[src/design/synth_cfg_pkg.sv]
// Shared constants for the synthesizer serial configuration link
package synth_cfg_pkg;
    localparam int CFG_BITS = 8;
    localparam int REF_BITS = 16;
    localparam int A_BITS = 24;
    localparam int DIV_W = 13;
    localparam logic [7:0] CFG_RESET = 8'h00;
    localparam logic [2:0] REF_MODE_RESET = 3'h6;
    localparam logic [12:0] REF_DIV_RESET = 13'h0001;
    localparam logic [1:0] OUTA_DATA_OUT = 2'h0;
    localparam logic [1:0] OUTA_PORT = 2'h3;
    localparam int POS_POL = 7;
    localparam int POS_SEL = 6;
    localparam int POS_LDE = 5;
    localparam int POS_STANDBY_REQUEST = 4;
    localparam int POS_IHI = 3;
    localparam int POS_ILO = 2;
    localparam int POS_PORT = 1;
    localparam int POS_OUTB = 0;
    localparam int POS_OUTA_LO = 22;
    localparam logic [2:0] MODE_REF_STATIC_LOW = 3'h2;
    localparam int CNT_W = 5;
    localparam int HOST_HALF = 2;
    localparam int FRAME_GAP = 2;
endpackage

[src/design/synth_link_if.sv]
// Serial link between the host controller and the synthesizer registers
`timescale 1ns/1ps
interface synth_link_if;
    logic serial_clk;
    logic serial_data;
    logic serial_enable_n;
    logic data_out;
    modport device (input serial_clk, input serial_data, input serial_enable_n, output data_out);
    modport host (output serial_clk, output serial_data, output serial_enable_n, input data_out);
endinterface

[src/design/synth_config_regs.sv]
// Device side: serial configuration, reference divider and standby sequencing
//
// The address map and the address-and-strobe port were left to the implementer.
`timescale 1ns/1ps
// How it works
// - Eight-bit frame loads only the configuration register
// - Polarity bit inverts and swaps detector outputs
// - Select bit picks single or double detector
// - Lock enable bit, else lock forced low
// - Standby floats pump, parks pair, stops counters
// - Standby lock level follows lock enable bit
// - Standby keeps registers and both port outputs
// - Static-low reference mode gates input in standby
// - Standby exit first enables counters, parks double detector
// - First feedback pulse jam-loads, then detectors run
// - Bits three and two set pump current
// - Port bit drives output A as port
// - Port bit picks 10 or 25 percent steps
// - Output B bit floats or pulls low
// - Output A powers up as data out
// - Host keeps N at least A
// - A frame copies reference first buffer forward
// - Sixteen-bit frame: mode now, divider buffered
// - Bare enable pulse copies divider to active
// - Host programs divide 1 or 5 to 8191
// - Top three reference bits choose reference mode
// - Reference output powers up divided by eight
module synth_config_regs
    import synth_cfg_pkg::*;
(
    input wire logic CLOCK,
    input wire logic SYS_RST,
    input wire logic CLK_EN,
    synth_link_if.device link,
    input wire logic REF_DIV_PULSE,
    input wire logic FB_DIV_PULSE,
    input wire logic DET_UP,
    input wire logic DET_DOWN,
    input wire logic LOCK_RAW,
    output logic PUMP_OUT,
    output logic PUMP_OE_N,
    output logic [1:0] PUMP_CURRENT,
    output logic PUMP_STEP_25,
    output logic PUMP_BIAS_ON,
    output logic PHASE_R,
    output logic PHASE_V,
    output logic LOCK_OUT,
    output logic OUT_A,
    output logic OUT_B,
    output logic OUT_B_OE_N,
    output logic COUNT_EN,
    output logic JAM_LOAD,
    output logic [2:0] REF_MODE,
    output logic REF_INPUT_EN,
    output logic [12:0] REF_DIV_ACTIVE,
    output logic [23:0] A_WORD
);
    typedef enum logic [1:0] {RUN, STANDBY, WAIT_FB} power_t;
    typedef struct packed {
        logic sclk_d;
        logic enb_d;
        logic [23:0] shift;
        logic [CNT_W-1:0] count;
        logic [7:0] cfg;
        logic [2:0] ref_mode;
        logic [12:0] ref_buf1;
        logic [12:0] ref_buf2;
        logic [23:0] a_reg;
        power_t power;
        logic pump;
        logic pump_oe_n;
        logic phase_r;
        logic phase_v;
        logic lock;
        logic out_a;
        logic step25;
        logic jam;
        logic run_en;
        logic ref_en;
    } dev_t;
    dev_t r, next_r;
    logic detect_on;

    function automatic logic is_port(input logic [23:0] a);
        is_port = (a[POS_OUTA_LO+1:POS_OUTA_LO] == OUTA_PORT);
    endfunction

    assign link.data_out = r.shift[23];
    assign PUMP_OUT = r.pump;
    assign PUMP_OE_N = r.pump_oe_n;
    assign PUMP_CURRENT = r.cfg[POS_IHI:POS_ILO];
    assign PUMP_STEP_25 = r.step25;
    assign PUMP_BIAS_ON = r.run_en;
    assign PHASE_R = r.phase_r;
    assign PHASE_V = r.phase_v;
    assign LOCK_OUT = r.lock;
    assign OUT_A = r.out_a;
    // Open-drain output B only ever pulls low; its enable decides the level
    assign OUT_B = 1'b0;
    assign OUT_B_OE_N = r.cfg[POS_OUTB];
    assign COUNT_EN = r.run_en;
    assign JAM_LOAD = r.jam;
    assign REF_MODE = r.ref_mode;
    assign REF_INPUT_EN = r.ref_en;
    assign REF_DIV_ACTIVE = r.ref_buf2;
    assign A_WORD = r.a_reg;
    // Double detector only sees pulses once the standby exit has finished
    assign detect_on = (r.power == RUN);

    ////////////////////////////////////////////////////////////////////////////
    // Serial capture, register loads, standby and output shaping
    always_comb
    begin
        next_r = r;
        next_r.sclk_d = link.serial_clk;
        next_r.enb_d = link.serial_enable_n;
        next_r.jam = 1'b0;
        // Shift on the serial clock rising edge while enabled
        if (!link.serial_enable_n && link.serial_clk && !r.sclk_d)
        begin
            next_r.shift = {r.shift[22:0], link.serial_data};
            if (r.count != CNT_W'(A_BITS))
                next_r.count = r.count + CNT_W'(1);
        end
        // Enable rising edge commits by bit count
        if (link.serial_enable_n && !r.enb_d)
        begin
            next_r.count = '0;
            if (r.count == CNT_W'(CFG_BITS))
                next_r.cfg = r.shift[7:0];
            else if (r.count == CNT_W'(REF_BITS))
            begin
                next_r.ref_mode = r.shift[15:13];
                next_r.ref_buf1 = r.shift[12:0];
            end
            else if (r.count == CNT_W'(A_BITS))
            begin
                next_r.a_reg = r.shift;
                next_r.ref_buf2 = r.ref_buf1;
            end
            else if (r.count == '0)
                next_r.ref_buf2 = r.ref_buf1;
        end
        // Standby entry and two-step exit
        unique case (r.power)
            RUN:
                if (r.cfg[POS_STANDBY_REQUEST])
                    next_r.power = STANDBY;
            STANDBY:
                if (!r.cfg[POS_STANDBY_REQUEST])
                    next_r.power = WAIT_FB;
            // Double detector stays parked until the first feedback pulse realigns the counters
            WAIT_FB:
                if (r.cfg[POS_STANDBY_REQUEST])
                    next_r.power = STANDBY;
                else if (FB_DIV_PULSE)
                begin
                    next_r.jam = 1'b1;
                    next_r.power = RUN;
                end
        endcase
        // Bias, counters and reference gate follow the next power state, so outputs stay on flops
        next_r.run_en = (next_r.power != STANDBY);
        next_r.ref_en = !(next_r.power == STANDBY && next_r.ref_mode == MODE_REF_STATIC_LOW);
        // Pump output: polarity and selection, floated in standby
        next_r.pump = DET_UP ^ r.cfg[POS_POL];
        next_r.pump_oe_n = !(r.cfg[POS_SEL] && r.power != STANDBY && (DET_UP || DET_DOWN));
        next_r.phase_r = 1'b1;
        next_r.phase_v = 1'b1;
        if (!r.cfg[POS_SEL] && detect_on)
        begin
            next_r.phase_r = r.cfg[POS_POL] ? !DET_UP : !DET_DOWN;
            next_r.phase_v = r.cfg[POS_POL] ? !DET_DOWN : !DET_UP;
        end
        if (!r.cfg[POS_LDE])
            next_r.lock = 1'b0;
        else if (r.power == STANDBY)
            next_r.lock = 1'b1;
        else
            next_r.lock = detect_on ? LOCK_RAW : 1'b1;
        // Output A as port or step-size selection
        if (is_port(r.a_reg))
        begin
            next_r.out_a = r.cfg[POS_PORT];
            next_r.step25 = 1'b0;
        end
        else
        begin
            next_r.out_a = (r.a_reg[POS_OUTA_LO+1:POS_OUTA_LO] == OUTA_DATA_OUT) ? r.shift[23] : REF_DIV_PULSE;
            next_r.step25 = r.cfg[POS_PORT];
        end
    end

    // State register
    always_ff @(posedge CLOCK or posedge SYS_RST)
    begin
        if (SYS_RST)
        begin
            r <= '{sclk_d: 1'b0, enb_d: 1'b1, shift: 24'h000000, count: '0, cfg: CFG_RESET,
                   ref_mode: REF_MODE_RESET, ref_buf1: REF_DIV_RESET, ref_buf2: REF_DIV_RESET,
                   a_reg: {OUTA_DATA_OUT, 22'h000000}, power: RUN, pump: 1'b0, pump_oe_n: 1'b1,
                   phase_r: 1'b1, phase_v: 1'b1, lock: 1'b0, out_a: 1'b0, step25: 1'b0,
                   jam: 1'b0, run_en: 1'b1,
                   ref_en: 1'b1};
        end
        else if (CLK_EN)
            r <= next_r;
    end
endmodule // synth_config_regs

[src/flat_wrapper.sv]
// flat-port wrapper written by rule: the top's interface ports become plain ports
module synth_config_regs_flat import synth_cfg_pkg::*;
  (CLOCK, SYS_RST, CLK_EN, REF_DIV_PULSE, FB_DIV_PULSE, DET_UP, DET_DOWN, LOCK_RAW, PUMP_OUT, PUMP_OE_N, PUMP_CURRENT, PUMP_STEP_25, PUMP_BIAS_ON, PHASE_R, PHASE_V, LOCK_OUT, OUT_A, OUT_B, OUT_B_OE_N, COUNT_EN, JAM_LOAD, REF_MODE, REF_INPUT_EN, REF_DIV_ACTIVE, A_WORD, link_serial_clk, link_serial_data, link_serial_enable_n, link_data_out);
  synth_link_if link_i ();
  input wire logic CLOCK;
  input wire logic SYS_RST;
  input wire logic CLK_EN;
  input wire logic REF_DIV_PULSE;
  input wire logic FB_DIV_PULSE;
  input wire logic DET_UP;
  input wire logic DET_DOWN;
  input wire logic LOCK_RAW;
  output logic PUMP_OUT;
  output logic PUMP_OE_N;
  output logic [1:0] PUMP_CURRENT;
  output logic PUMP_STEP_25;
  output logic PUMP_BIAS_ON;
  output logic PHASE_R;
  output logic PHASE_V;
  output logic LOCK_OUT;
  output logic OUT_A;
  output logic OUT_B;
  output logic OUT_B_OE_N;
  output logic COUNT_EN;
  output logic JAM_LOAD;
  output logic [2:0] REF_MODE;
  output logic REF_INPUT_EN;
  output logic [12:0] REF_DIV_ACTIVE;
  output logic [23:0] A_WORD;
  input wire logic [$bits(link_i.serial_clk)-1:0] link_serial_clk;
  input wire logic [$bits(link_i.serial_data)-1:0] link_serial_data;
  input wire logic [$bits(link_i.serial_enable_n)-1:0] link_serial_enable_n;
  output wire logic [$bits(link_i.data_out)-1:0] link_data_out;
  assign link_i.serial_clk = link_serial_clk;
  assign link_i.serial_data = link_serial_data;
  assign link_i.serial_enable_n = link_serial_enable_n;
  assign link_data_out = link_i.data_out;
  synth_config_regs u_core (.CLOCK(CLOCK), .SYS_RST(SYS_RST), .CLK_EN(CLK_EN), .link(link_i), .REF_DIV_PULSE(REF_DIV_PULSE), .FB_DIV_PULSE(FB_DIV_PULSE), .DET_UP(DET_UP), .DET_DOWN(DET_DOWN), .LOCK_RAW(LOCK_RAW), .PUMP_OUT(PUMP_OUT), .PUMP_OE_N(PUMP_OE_N), .PUMP_CURRENT(PUMP_CURRENT), .PUMP_STEP_25(PUMP_STEP_25), .PUMP_BIAS_ON(PUMP_BIAS_ON), .PHASE_R(PHASE_R), .PHASE_V(PHASE_V), .LOCK_OUT(LOCK_OUT), .OUT_A(OUT_A), .OUT_B(OUT_B), .OUT_B_OE_N(OUT_B_OE_N), .COUNT_EN(COUNT_EN), .JAM_LOAD(JAM_LOAD), .REF_MODE(REF_MODE), .REF_INPUT_EN(REF_INPUT_EN), .REF_DIV_ACTIVE(REF_DIV_ACTIVE), .A_WORD(A_WORD));
endmodule
[config.mk]
export PLATFORM = sky130hd
export DESIGN_NAME = synth_config_regs_flat
export DESIGN_NICKNAME = d
export VERILOG_FILES = /design/src/design/synth_cfg_pkg.sv /design/src/design/synth_link_if.sv /design/src/design/synth_config_regs.sv /design/src/flat_wrapper.sv
export SDC_FILE = /design/constraint.sdc
export NUM_CORES = 1
export LEC_CHECK = 0
export BUFFER_PORTS_ARGS = -buffer_cell sky130_fd_sc_hd__buf_2
export CAP_MARGIN = 20
export CORE_UTILIZATION = 40
export CTS_BUF_LIST = sky130_fd_sc_hd__clkbuf_8 sky130_fd_sc_hd__clkbuf_16
export CTS_CLUSTER_DIAMETER = 30
export DETAILED_ROUTE_END_ITERATION = 12
export PLACE_DENSITY = 0.59
export SLEW_MARGIN = 20
export SYNTH_ARGS = -nofsm -noshare
export SYNTH_HDL_FRONTEND = slang
export SYNTH_SLANG_ARGS = --single-unit
[constraint.sdc]
create_clock -name CLOCK -period 3.14 [get_ports CLOCK]
set_input_delay 0.471 -clock CLOCK [delete_from_list [all_inputs] [get_ports CLOCK]]
set_output_delay 0.471 -clock CLOCK [all_outputs]
set_load 0.05 [all_outputs]
---- Word level (Yosys, flattened, before mapping) ----
Cells that the tools add are included.
cells by class
  add/sub/neg operators ................... 1
  bitwise operators ....................... 3
  eq/ne operators ......................... 11
  reduce and logical (&&, ||, !) cells .... 28
  multiplexer cells ....................... 26
operators with widths
  operator               count
  $mux W66               1
  $mux W53               1
  $mux W37               1
  $mux W13               2
  $mux W24               1
  $mux W16               1
  $mux W2                6
  $eq A5 B5 Y1 const B   2
  $mux W5                2
  $reduce_and A5 Y1      2
  $mux W1                9
  $logic_not A1 Y1       8
  $mux W8                1
  $logic_and A1 B1 Y1    7
  $pmux W2 S3            1
  $reduce_and A3 Y1      2
  $reduce_bool A2 Y1     3
  $add A5 B1 Y5 const B  1
  $eq A5 B4 Y1 const B   1
  $logic_not A5 Y1       1
  $ne A5 B5 Y1 const B   1
  $eq A2 B1 Y1 const B   2
  $eq A2 B2 Y1 const B   2
  $logic_not A2 Y1       2
  7 further kinds        9
word-level totals
  flip-flop bits (word level) ............. 104
  logic and storage cells ................. 89

---- Depth between registers and ports, before layout ----
Gate-level depths: netlist of the first run.
  depth in word-level cells ............... 9
  mapped depth ............................ 7

---- Least setup slack after synthesis of the first run ----
OpenSTA, ideal clock, no wires.
  path type ............................... reg-to-reg
  start ................................... reg u_core.r[73] (netlist name)
  end ..................................... reg u_core.r (netlist bit u_core.REF_DIV_ACTIVE[10])
  clock period less this slack ............ 1.878 ns
  cell stages (with the launch flop) ...... 8
  data required time ...................... 3.013 ns
  data arrival time ....................... 1.750 ns
  library setup time ...................... 0.127 ns
  buffers on the path ..................... 1
  path slack .............................. 1.262 ns
  path through ............................ dfrtp_1 -> inv_1 -> ha_1 -> nor2b_1 -> nand2_2 -> nor3_4 -> buf_6 -> mux2_1
between the ends
  cells in the longest elaborated chain, start to end .. 3
  elaborated cells on any way between the ends .. 9
ends and longest elaborated chain
  what                                                               RTL line                  text
  from (decl)                                                        synth_config_regs.sv:81   dev_t r, next_r;
  from (signal assigned)                                             synth_config_regs.sv:199  r <= '{sclk_d: 1'b0, enb_d: 1'b1, shift: 24'h000000, count: '0, cfg: CFG_RESET,
  from (signal assigned)                                             synth_config_regs.sv:207  r <= next_r;
  $eq A5 B5 Y1, or another cell as far along                         synth_config_regs.sv:136  else if (r.count == CNT_W'(A_BITS))
  $reduce_bool A2 Y1 (no line) / $not A1 Y1 (equally long branches)  -
  $reduce_and A5 Y1 (no line)                                        -
Parallel ways exist; a longest one is shown, timed or not.
A chain may end at the register's enable or synchronous reset.

---- Worst setup path in the final report of the first run ----
  start ................................... reg u_core.r[73] (netlist name)
  end ..................................... reg u_core.r (netlist bit u_core.A_WORD[17])
between the ends
  cells in the longest elaborated chain, start to end .. 3
  elaborated cells on any way between the ends .. 6
ends and longest elaborated chain
  what                                                 RTL line
  $eq A5 B4 Y1 / $eq A5 B5 Y1 (equally long branches)  synth_config_regs.sv:129, synth_config_regs.sv:131
  $not A1 Y1 (no line)                                 -
  $reduce_and A5 Y1 (no line) *                        -
Every way passes the cells marked *; elsewhere a longest branch is shown, timed or not.

==> results by group, run 1 <==
Status
  • Status: finished, final reports clean

Setup path
  • Worst path bufs/invs: 2
  • CP max stage cell: dfrtp_1
  • Crit path DAT: 2.37 ns
  • Crit. End Element: flop
  • Kind of start point of the critical path: flop
  • CP Cell Sequence: inv_1 > ha_1 > nor2b_1 > nand2_2 > nor2_4 > buf_12 > mux2_2
  • Delay-heaviest family, CP: simple AND/OR/NAND/NOR gates
  • Crit Path Category: flop to flop
  • Max incr delay on CP: between 0.4 and 0.5 ns
  • Req. time, crit path: between 3 and 4 ns
  • Worst-path fanout max: 16

Synth
  • Synthesized-area fraction occupied by adder cells: about 1.4%
  • Main combinational cell family by area after synthesis: multiplexers
  • Netlist Area Pre-Place: 0.00458 mm²
  • Top cells by area, synth: dfrtp_1 (51%), mux2_2 (19%), buf_4 (7.5%)
  • Yosys reg bits: approximately 100
  • Compound-gate portion of the synthesized area: 3.50%
  • Cell taking the most area after synthesis: dfrtp_1
  • Avg Cell Area, Syn: between 10 and 15 µm²
  • Ys async rst share: between 90% and 100%
  • Synth top area share: 51.3%
  • Syn_nets: 351
  • Simple-Gate Fraction of Synth Area: 5.73%
  • Mux cell area share after synthesis: between 20 and 25%
  • Mapped Cells: between 300 and 400
  • Main synth FF type: dfrtp_1
  • XOR/XNOR Fraction of Synth Area: 0.573%
  • Synth cell types: between 40 and 50
  • Sequential-to-total area share from yosys stat: 57.1%
  • Post-synth EDFFs: 0
  • YS warnings: 0

Pwr
  • Power Density: about 580 mW/mm²
  • Static Leak: ~2.6 nW
  • Maximum vdd drop: around 0.26 mV

Cells and area
  • Layout Nets: 379
  • Synthesis-to-layout area growth: 10.3%
  • Fin util: 46.0%
  • ANT cells: 0
  • Most common cell after layout, fill and taps aside: dfrtp_1
  • Filler cell count in the final layout: roughly 1.0k
  • Fraction of layout instances using a drive strength above 1: 49.7%
  • Most frequent cells in the layout: dfrtp_1 (94), mux2_2 (79), buf_2 (65)

CTS
  • Hold_buf cts: 0
  • CTS max path bufs: 2
  • Clk_lat worst skew: about 0.34 ns
  • CTS Buf Count: 9
  • Clock transition at path regs: around 0.070 ns
  • Setup bufs post-CTS: 0
  • Cts repair resizes: 0
  • TritonCTS clock tree: yes
  • Clock sink count: ~100
  • Root Buffer: clkbuf_16
  • Htree depth: 3

Die
  • Num rows: 38
  • Die X: 109 µm
  • Initial core utilization: 41.7%
  • Core box area: 0.0110 mm²
  • I/O pin count: 67
  • Height of the die: about 110 µm
  • Die area: 0.0119 mm²

Timing
  • Slew HR: between 50 and 60%
  • Setup violations, final: 0
  • Final hold vios: 0
  • Final WS setup: ~1.0 ns
  • Sum Neg Setup Slack: 0 ns
  • Clock skew: between 0.006 and 0.007 ns
  • Worst-Margin Slew: between 0.6 and 0.7 ns
  • Fmax: approximately 470 MHz
  • Period utilization: between 60% and 70%
  • Min cycle time layout: between 2 and 2.5 ns
  • RSZ-0062 raised after global routing: false
  • Slew Limit Fails: 0

Flow run
  • Max Cap Viol: 0

Global routing
  • Vias in the first global route: approximately 2.6k
  • Initial antenna violation count: 0
  • Tot GR Track Use: approximately 15%
  • Grt ovf: 0
  • Largest net degree at the start of global routing: approximately 50
  • First-pass GRT wire length: between 10 and 15 mm

Hold path
  • Hold crit path type: primary input to asynchronous set/reset pin

Placement
  • I/O Buffers: 65
  • DP HPWL: around 5.3 mm
  • Setup Slack @ Placement: between 0.9 and 1 ns
  • Routability cong.: 0.767

Routing
  • Drt initial violations: 94
  • Drt total wl: ~7.8 mm
  • Drt first pass iters: 4
  • Via density: 5.00
  • Drc violations: 0
  • Remaining antenna violation count: 0
  • DR vias: roughly 2.5k
  • Wire length per cell: 15.3 µm
-- cells in the mapped netlist, types with 2 or more instances --
cell / n
inv_1: 8
o21ai_0: 5
clkbuf_1: 2
buf_2: 5
a31oi_1: 2
mux2_2: 79
ha_1: 5
nand4_1: 2
nor4b_1: 2
buf_4: 46
nand3_1: 6
dfrtp_1: 94
a21oi_1: 7
mux2i_1: 3
xor2_1: 2
nor2b_1: 5
dfstp_2: 10
mux2_1: 10
nand2_1: 10
o22a_1: 3
nor2_1: 8
-- metal layers --
layer	global-route usage, %	wire, µm	vias to the layer above
met5	0	0	-
met4	5.79	110	0
met3	3.95	408	9
met2	22.6	3540	66
met1	20.1	3710	1279
li1	-	-	1186
-- cell families (layout without fill, tap and decap cells) --
logic type | after synthesis | after routing
AOI/OAI and AO/OA | 24 | 24
other | 1 | 1
buffers and inverters | 62 | 95
and+or+nand+nor | 44 | 44
xor gates and xnor gates | 3 | 3
DFF | 104 | 104
adders and majority gates | 5 | 5
muxes | 92 | 92
-- flip-flops by register name (all words and copies together), names as in the netlist, 2 cells and up --
signal and flops:
u_core.REF_MODE 3, u_core.PUMP_CURRENT 2, u_core.r 50, u_core.REF_DIV_ACTIVE 13
u_core.A_WORD 24
-- layout make-up --
cell class | count | area, µm² | area share, %
multi-input cells | 169 | 1550 | 30.6
repair buffers | 71 | 395 | 7.82
flip-flops and latches | 104 | 2620 | 51.7
inverters | 8 | 33.8 | 0.668
well taps | 140 | 175 | 3.46
clock buffers | 10 | 239 | 4.73
clock inverters | 6 | 50.0 | 0.990
-- worst paths after layout --
kind / start / to / slack (ns) / cells past startpoint
worst min register to register: u_core.REF_DIV_ACTIVE[10]$_DFFE_PP0P_ / u_core.REF_DIV_ACTIVE[10]$_DFFE_PP0P_ / 0.48 / 1
min in group CLOCK: link_serial_data / u_core.r[78]$_DFFE_PP0P_ / 0.36 / 2
worst max-delay path: u_core.r[73]$_DFFE_PP0P_ / u_core.A_WORD[17]$_DFFE_PP0P_ / 1.0 / 7
max in group asynchronous: SYS_RST / u_core.PUMP_OE_N$_DFFE_PP1P_ / 2.13 / 3
worst max register to register: u_core.r[73]$_DFFE_PP0P_ / u_core.A_WORD[17]$_DFFE_PP0P_ / 1.0 / 7
worst min-delay path: SYS_RST / u_core.REF_DIV_ACTIVE[2]$_DFFE_PP0P_ / 0.19 / 2
-- report_power, final --
group | switching, mW | total [mW] | internal [mW]
Clock | 0.506 | 1.08 | 0.571
Combinational | 0.222 | 0.360 | 0.139
Sequential | 0.0753 | 1.49 | 1.41
-- metrics by stage --
step	total power, mW	std cells	hold slack, ns	cell area [µm²]
2_1_floorplan	1.78	335	0.459	4590
3_3_place_gp	1.87	492	0.462	4770
3_5_place_dp	1.88	492	0.469	4770
4_1_cts	2.97	508	0.205	5060
5_1_grt	3.07	508	0.244	5060
6_report	2.93	508	0.193	5060
-- worst register-to-register path: stages (launching register included) --
cell	delay, ns
dfrtp_1	0.42
inv_1	0.07
ha_1	0.18
nor2b_1	0.29
nand2_2	0.15
nor2_4	0.35
buf_12	0.22
mux2_2	0.35
(Power assumes the default switching activity.)
==> inputs of run 2 (changes only) <==
--- a/config.mk
+++ b/config.mk
@@ -5,13 +5,14 @@
 export SDC_FILE = /design/constraint.sdc
 export NUM_CORES = 1
 export LEC_CHECK = 0
+export ABC_AREA = 1
 export BUFFER_PORTS_ARGS = -buffer_cell sky130_fd_sc_hd__buf_2
 export CAP_MARGIN = 20
 export CORE_UTILIZATION = 40
 export CTS_BUF_LIST = sky130_fd_sc_hd__clkbuf_8 sky130_fd_sc_hd__clkbuf_16
 export CTS_CLUSTER_DIAMETER = 30
 export DETAILED_ROUTE_END_ITERATION = 12
-export PLACE_DENSITY = 0.59
+export PLACE_DENSITY = 0.58
 export SLEW_MARGIN = 20
 export SYNTH_ARGS = -nofsm -noshare
 export SYNTH_HDL_FRONTEND = slang
==> constraint.sdc (replaced) <==
create_clock -name CLOCK -period 1.8 [get_ports CLOCK]
set_input_delay 0.27 -clock CLOCK [delete_from_list [all_inputs] [get_ports CLOCK]]
set_output_delay 0.27 -clock CLOCK [all_outputs]
set_load 0.05 [all_outputs]
==> run 2 against run 1 <==
Against the previous run: the run now ends with design-rule violations left; register-to-register slack worse by 0.80 ns; power rose to 2.9 times the previous value; synthesized cell count up 52%; global-route usage rose by 0.92 points; die area grew 4.2%; critical endpoint is now u_core.A_WORD[15]$_DFFE_PP0P_.
==> results by group, run 2 <==
Setup path
  • CP max stage cell: dfrtp_1
  • Max incr delay on CP: 0.41 ns (about the same)
  • Crit Path Category: flop to flop
  • Worst-path fanout max: 48 (+32)
  • Crit path DAT: 1.83 ns (-0.54 ns)
  • CP Cell Sequence: inv_1 > ha_2 > nand4_1 > nor2_1 > nand2_1 > buf_12 > nand2_1 > o21ai_0
  • Crit-path most repeated cell: nand2_1
  • Worst path bufs/invs: 2 (unchanged)
  • Delay-heaviest family, CP: simple AND/OR/NAND/NOR gates
  • Req. time, crit path: 2.02 ns (-1.35 ns)
  • Kind of start point of the critical path: flop
  • Crit. End Element: flop

Synth
  • Main synth FF type: dfrtp_1
  • Yosys reg bits: 104 (unchanged)
  • YS warnings: 0 (unchanged)
  • Ys async rst share: 100% (unchanged)
  • Top cells by area, synth: dfrtp_1 (49%), nand2_1 (11%), buf_4 (7.5%)
  • Mapped Cells: 508 (+52%)
  • Post-synth EDFFs: 0 (unchanged)
  • Avg Cell Area, Syn: 9.40 µm² (-31%)
  • Synth cell types: 34 (-19%)
  • Most instantiated cells after synthesis: nand2_1 (141), dfrtp_1 (94), buf_4 (48), inv_1 (42), o21ai_0 (39)
  • Most common cell in the netlist: nand2_1
  • Netlist Area Pre-Place: 0.00478 mm² (+4.2%)
  • Synth top area share: 49.3% (-2.1 points)
  • Cell taking the most area after synthesis: dfrtp_1
  • Sequential-to-total area share from yosys stat: 54.8% (-2.3 points)
  • Syn_nets: 524 (+49%)

Global routing
  • Tot GR Track Use: 15.8% (+0.92 points)
  • Grt ovf: 0 (unchanged)
  • First-pass GRT wire length: 15.4 mm (+17%)
  • Initial antenna violation count: 0 (unchanged)
  • Largest net degree at the start of global routing: 105 (+110%)
  • Vias in the first global route: 3,043 (+19%)

Timing
  • Setup violations, final: 0 (unchanged)
  • Slew Limit Fails: 0 (unchanged)
  • RSZ-0062 raised after global routing: false
  • Slew HR: 62.1% (+2.9 points)
  • Clock skew: 0.0101 ns (+0.00384 ns)
  • Worst-Margin Slew: 0.569 ns (-0.0424 ns)
  • Final hold vios: 0 (unchanged)
  • Sum Neg Setup Slack: 0 ns (unchanged)
  • Hold Worst Slack: 0.0699 ns (-0.123 ns)
  • Fmax: 624 MHz (+34%)
  • Period utilization: 89.0% (+21 points)
  • Min cycle time layout: 1.60 ns (-0.541 ns)

Routing
  • Highest Signal Layer: met4
  • Via density: 4.74 (-5.2%)
  • Remaining antenna violation count: 0 (unchanged)
  • Drc violations: 6 (+6)
  • Drt total wl: 9.08 mm (+17%)
  • Met3 routed WL: 450 µm (+10%)
  • DR vias: 3,200 (+26%)
  • Wire length per cell: 13.4 µm (-12%)
  • Drt initial violations: 217 (+130%)
  • DR WL met2: 4.27 mm (+21%)
  • Metal-1 WL: 4.29 mm (+16%)
  • Drt first pass iters: 9 (+5)

CTS
  • Htree depth: 3 (unchanged)
  • TritonCTS clock tree: yes
  • Clk_lat worst skew: 0.34 ns (about the same)
  • CTS max path bufs: 2 (unchanged)
  • Clock transition at path regs: 0.06 ns (about the same)
  • Cts repair resizes: 0 (unchanged)
  • Clock sink count: 104 (unchanged)
  • Hold_buf cts: 0 (unchanged)
  • Root Buffer: clkbuf_16
  • CTS Buf Count: 9 (unchanged)
  • Setup bufs post-CTS: 0 (unchanged)

Pwr
  • Power Total: 8.53 mW (+190%)
  • Power Density: 1630 mW/mm² (+180%)
  • Static Leak: 2.65 nW (+1.7%)
  • Maximum vdd drop: 0.515 mV (+98%)

Cells and area
  • ANT cells: 0 (unchanged)
  • Fraction of layout instances using a drive strength above 1: 26.1% (-24 points)
  • Post-route insts no fill: 675 (+33%)
  • Most common cell after layout, fill and taps aside: nand2_1
  • Filler cell count in the final layout: 1,127 (+11%)
  • Most flops, register: u_core.r
  • Most frequent cells in the layout: nand2_1 (141), dfrtp_1 (94), buf_2 (65)
  • Max reg flops: 50 (unchanged)
  • Fin util: 45.5% (-0.52 points)
  • Synthesis-to-layout area growth: 9.75%
  • Layout Nets: 543 (+43%)

Placement
  • Routability cong.: 0.824 (+7.3%)
  • Cells after DPL: 659 (+34%)
  • I/O Buffers: 65 (unchanged)
  • DP HPWL: 6.18 mm (+17%)

Die
  • Initial core utilization: 41.5% (-0.25 points)
  • Die X: 111 µm (+2.1%)
  • I/O pin count: 67 (unchanged)
  • Core box area: 0.0115 mm² (+4.9%)
  • Die area: 0.0124 mm² (+4.2%)
  • Height of the die: 111 µm (+2.1%)
  • Num rows: 39 (+2.6%)

Flow run
  • Max Cap Viol: 0 (unchanged)

Hold path
  • Hold crit path type: primary input to asynchronous set/reset pin

Status
  • Failing checks: design-rule violations
  • Status: finished, violations left
## run 2: layout make-up
cell class | instances | area (µm²) | share of cell area [%]
Clock buffer | 11 | 253 | 4.82
Clock inverter | 5 | 80.1 | 1.53
Inverter | 44 | 169 | 3.22
Multi-Input combinational cell | 295 | 1510 | 28.8
Sequential cell | 104 | 2620 | 49.9
Tap cell | 143 | 179 | 3.41
Timing Repair Buffer | 73 | 435 | 8.31
## run 2: metal layers
layer | track usage [%] | vias up
met2 | 23.3 | 51
met5 | 0 | -
met1 | 22.1 | 1534
li1 | - | 1610
met3 | 4.81 | 5
met4 | 4.86 | 0
## run 2: final timing paths
path | slack, ns | start | end | cells past startpoint
max in group asynchronous | 1.28 | SYS_RST | u_core.r[54]$_DFFE_PP0P_ | 3
worst max register to register | 0.20 | u_core.r[73]$_DFFE_PP0P_ | u_core.A_WORD[15]$_DFFE_PP0P_ | 8
worst max-delay path | 0.20 | u_core.r[73]$_DFFE_PP0P_ | u_core.A_WORD[15]$_DFFE_PP0P_ | 8
worst min register to register | 0.46 | u_core.REF_DIV_ACTIVE[0]$_DFFE_PP1P_ | u_core.REF_DIV_ACTIVE[0]$_DFFE_PP1P_ | 2
min in group CLOCK | 0.15 | link_serial_data | u_core.r[78]$_DFFE_PP0P_ | 3
worst min-delay path | 0.07 | SYS_RST | u_core.A_WORD[11]$_DFFE_PP0P_ | 3
## run 2: cell families after synthesis
logic type,synth area share (%)
compound gates,11.7
xor+xnor,0.550
buf+inv,13.7
simple gates,17.9
other cells,0.0785
fa+ha+maj,1.31
flops,54.8
## run 2: power breakdown
| group | switching (mW) | internal (mW) |
|---|---|---|
| clock network | 0.828 | 1.29 |
| registers | 0.406 | 3.06 |
| logic | 2.20 | 0.750 |
| total | 3.43 | 5.10 |
## run 2: metrics by stage
step	setup WS (ns)	area, µm²
6_report	0.197	5240
5_1_grt	0.0208	5240
4_1_cts	0.167	5240
3_5_place_dp	0.175	4910
3_3_place_gp	0.273	4910
2_1_floorplan	0.293	4780
## run 2: worst reg2reg max path: cells and delay by family (launching register included)
| kind | cells | cell delay, ns |
|---|---|---|
| compound gates | 1 | 0.07 |
| fa+ha+maj | 1 | 0.23 |
| buf+inv | 2 | 0.29 |
| flops | 1 | 0.41 |
| simple gates | 4 | 0.49 |
==> inputs of run 3 (changes only) <==
--- a/config.mk
+++ b/config.mk
@@ -8,11 +8,11 @@
 export ABC_AREA = 1
 export BUFFER_PORTS_ARGS = -buffer_cell sky130_fd_sc_hd__buf_2
 export CAP_MARGIN = 20
-export CORE_UTILIZATION = 40
+export CORE_UTILIZATION = 35
 export CTS_BUF_LIST = sky130_fd_sc_hd__clkbuf_8 sky130_fd_sc_hd__clkbuf_16
 export CTS_CLUSTER_DIAMETER = 30
 export DETAILED_ROUTE_END_ITERATION = 12
-export PLACE_DENSITY = 0.58
+export PLACE_DENSITY = 0.5
 export SLEW_MARGIN = 20
 export SYNTH_ARGS = -nofsm -noshare
 export SYNTH_HDL_FRONTEND = slang
==> constraint.sdc (replaced) <==
create_clock -name CLOCK -period 2.1 [get_ports CLOCK]
set_input_delay 0.315 -clock CLOCK [delete_from_list [all_inputs] [get_ports CLOCK]]
set_output_delay 0.315 -clock CLOCK [all_outputs]
set_load 0.05 [all_outputs]
==> run 3 against run 2 <==
Against the previous run: the flow now finishes without violations; sequential power down 13%; combinational power down 15%; largest power group unchanged; non-clock buffer count down 3; final cell count up 4.4%; largest cell class unchanged; register-to-register slack better by 0.16 ns; sequential cell count unchanged; power down 14%.
==> results by group, run 3 (same netlist as run 2, synthesis figures left out) <==
Setup path
  • CP max stage cell: dfrtp_1
  • Crit path to: u_core.REF_DIV_ACTIVE[8]$_DFFE_PP0P_
  • Delay-heaviest family, CP: simple AND/OR/NAND/NOR gates
  • Reg2reg end: u_core.REF_DIV_ACTIVE[8]$_DFFE_PP0P_
  • Req. time, crit path: 2.33 ns (+0.31 ns)
  • Worst path bufs/invs: 1 (-1)
  • Crit-path most repeated cell: nand2_1
  • Kind of start point of the critical path: flop
  • Max incr delay on CP: 0.40 ns (about the same)
  • Crit Path Category: flop to flop
  • Levels on crit path: 9 (+1)
  • Worst-path fanout max: 14 (-71%)
  • FF-to-FF setup slack: 0.36 ns (+0.16 ns)
  • Crit path from: u_core.r[73]$_DFFE_PP0P_
  • Crit. End Element: flop
  • Crit path DAT: 1.97 ns (+0.14 ns)
  • CP Cell Sequence: inv_1 > ha_1 > nand3_1 > nand2_1 > nand2_1 > nor2_4 > nand2_2 > nand2_1 > nand2_1
  • RR Startpoint: u_core.r[73]$_DFFE_PP0P_
  • Register-to-Register Path Depth: 9 (+1)

Die
  • Height of the die: 119 µm (+6.8%)
  • Die area: 0.0141 mm² (+14%)
  • Initial core utilization: 35.9% (-5.5 points)
  • Die X: 119 µm (+6.8%)
  • Core box area: 0.0133 mm² (+15%)
  • Num rows: 42 (+7.7%)
  • I/O pin count: 67 (unchanged)

Routing
  • Remaining antenna violation count: 0 (unchanged)
  • Drc violations: 0 (-6)
  • Drt first pass iters: 4 (-5)
  • Drt total wl: 9.27 mm (+2.1%)
  • Wire length per cell: 13.1 µm (-2.2%)
  • DR vias: 3,158 (-1.3%)
  • Via density: 4.48 (-5.5%)
  • Drt initial violations: 126 (-42%)

Cells and area
  • Fraction of layout instances using a drive strength above 1: 25.7% (-0.42 points)
  • Most flops, register: u_core.r
  • Post-route insts no fill: 705 (+4.4%)
  • Filler cell count in the final layout: 1,353 (+20%)
  • Synthesis-to-layout area growth: 9.35%
  • Fin util: 39.3% (-6.2 points)
  • Max reg flops: 50 (unchanged)
  • Most common cell after layout, fill and taps aside: nand2_1
  • Layout Nets: 540 (-0.55%)
  • Most frequent cells in the layout: nand2_1 (141), dfrtp_1 (94), buf_2 (65)
  • ANT cells: 0 (unchanged)

Placement
  • I/O Buffers: 65 (unchanged)
  • Cells after DPL: 689 (+4.6%)
  • Routability cong.: 0.776 (-5.8%)
  • DP HPWL: 6.24 mm (+0.82%)

Global routing
  • Largest net degree at the start of global routing: 105 (unchanged)
  • Vias in the first global route: 3,099 (+1.8%)
  • Grt ovf: 0 (unchanged)
  • Initial antenna violation count: 0 (unchanged)
  • First-pass GRT wire length: 15.6 mm (+1.2%)
  • Tot GR Track Use: 14.3% (-1.5 points)

Timing
  • RSZ-0062 raised after global routing: false
  • Slew HR: 63.2% (+1.1 points)
  • Min cycle time layout: 1.74 ns (+0.138 ns)
  • Slew Limit Fails: 0 (unchanged)
  • Period utilization: 82.9% (-6.2 points)
  • Hold Worst Slack: 0.136 ns (+0.0662 ns)
  • Worst-Margin Slew: 0.552 ns (-0.0171 ns)
  • Clock skew: 0.00628 ns (-0.00378 ns)
  • Setup violations, final: 0 (unchanged)
  • Fmax: 575 MHz (-7.9%)
  • Sum Neg Setup Slack: 0 ns (unchanged)
  • Final hold vios: 0 (unchanged)

CTS
  • Clk_lat worst skew: 0.35 ns (about the same)
  • Cts repair resizes: 0 (unchanged)
  • Htree depth: 3 (unchanged)
  • Root Buffer: clkbuf_16
  • CTS max path bufs: 2 (unchanged)
  • Clock transition at path regs: 0.07 ns (about the same)
  • Clock sink count: 104 (unchanged)
  • Setup bufs post-CTS: 0 (unchanged)
  • TritonCTS clock tree: yes
  • Hold_buf cts: 0 (unchanged)
  • CTS Buf Count: 9 (unchanged)

Hold path
  • Hold crit path type: primary input to asynchronous set/reset pin

Status
  • Status: finished, final reports clean

Pwr
  • Maximum vdd drop: 0.412 mV (-20%)
  • Static Leak: 2.63 nW (-0.91%)
  • Power Density: 1410 mW/mm² (-13%)

Flow run
  • Max Cap Viol: 0 (unchanged)
run 3: cell types whose count changed in the layout (fill, tap and decap cells not counted), sizes merged:
cell | previous run | this run
clkbuf | 11 | 9
clkinvlp | 2 | 1
inv | 44 | 43
clkinv | 1 | 4
bufinv | 2 | 3
buf | 73 | 70
run 3: how the worst min path moves through the flow:
stage                                         startpoint  cells after the start                                   end
detailed placement  u_core.REF_DIV_ACTIVE[0]$_DFFE_PP1P_                      2  u_core.REF_DIV_ACTIVE[0]$_DFFE_PP1P_
floorplan                               link_serial_data                      2              u_core.r[78]$_DFFE_PP0P_
global route                                     SYS_RST                      3         u_core.A_WORD[14]$_DFFE_PP0P_
CTS                                              SYS_RST                      3              u_core.r[78]$_DFFE_PP0P_
finish                                           SYS_RST                      3         u_core.A_WORD[13]$_DFFE_PP0P_
global placement                u_core.r[78]$_DFFE_PP0P_                      2              u_core.r[79]$_DFFE_PP0P_
run 3: worst register-to-register path, delay by kind of cell (launching register included):
family	cells	cell delay (ns)
simple gates	7	0.89
buf+inv	1	0.09
fa+ha+maj	1	0.24
flops	1	0.40
run 3: where the power goes:
| part | internal, mW | switching (mW) | leakage, nW |
|---|---|---|---|
| sequential | 2.62 | 0.375 | 1.29 |
| combinational | 0.627 | 1.87 | 1.17 |
| clock | 1.16 | 0.718 | 0.169 |
| total | 4.40 | 2.96 | 2.63 |
run 3: cell type report:
type / count / area (µm²) / area share, %
well taps: 176 / 220 / 4.22
multi-input cells: 295 / 1510 / 28.9
repair buffers: 70 / 375 / 7.19
clock inverters: 7 / 110 / 2.11
clock buffers: 9 / 225 / 4.31
inverters: 44 / 169 / 3.23
flip-flops and latches: 104 / 2620 / 50.1
run 3: per-stage QoR:
step	cell area [µm²]	setup WS, ns	power (mW)
finish	5220	0.360	7.36
global route	5220	0.0980	7.80
CTS	5220	0.343	7.48
detailed placement	4890	0.360	5.56
global placement	4890	0.410	5.51
floorplan	4780	0.548	5.26
run 3: metal layers:
metal | global-route usage, % | part of all wire (%) | vias to the layer above
li1 | - | - | 1602
met1 | 19.4 | 49 | 1495
met2 | 21.4 | 45 | 50
met3 | 3.21 | 3.8 | 11
met4 | 7.36 | 2.0 | 0
met5 | 0 | 0 | -
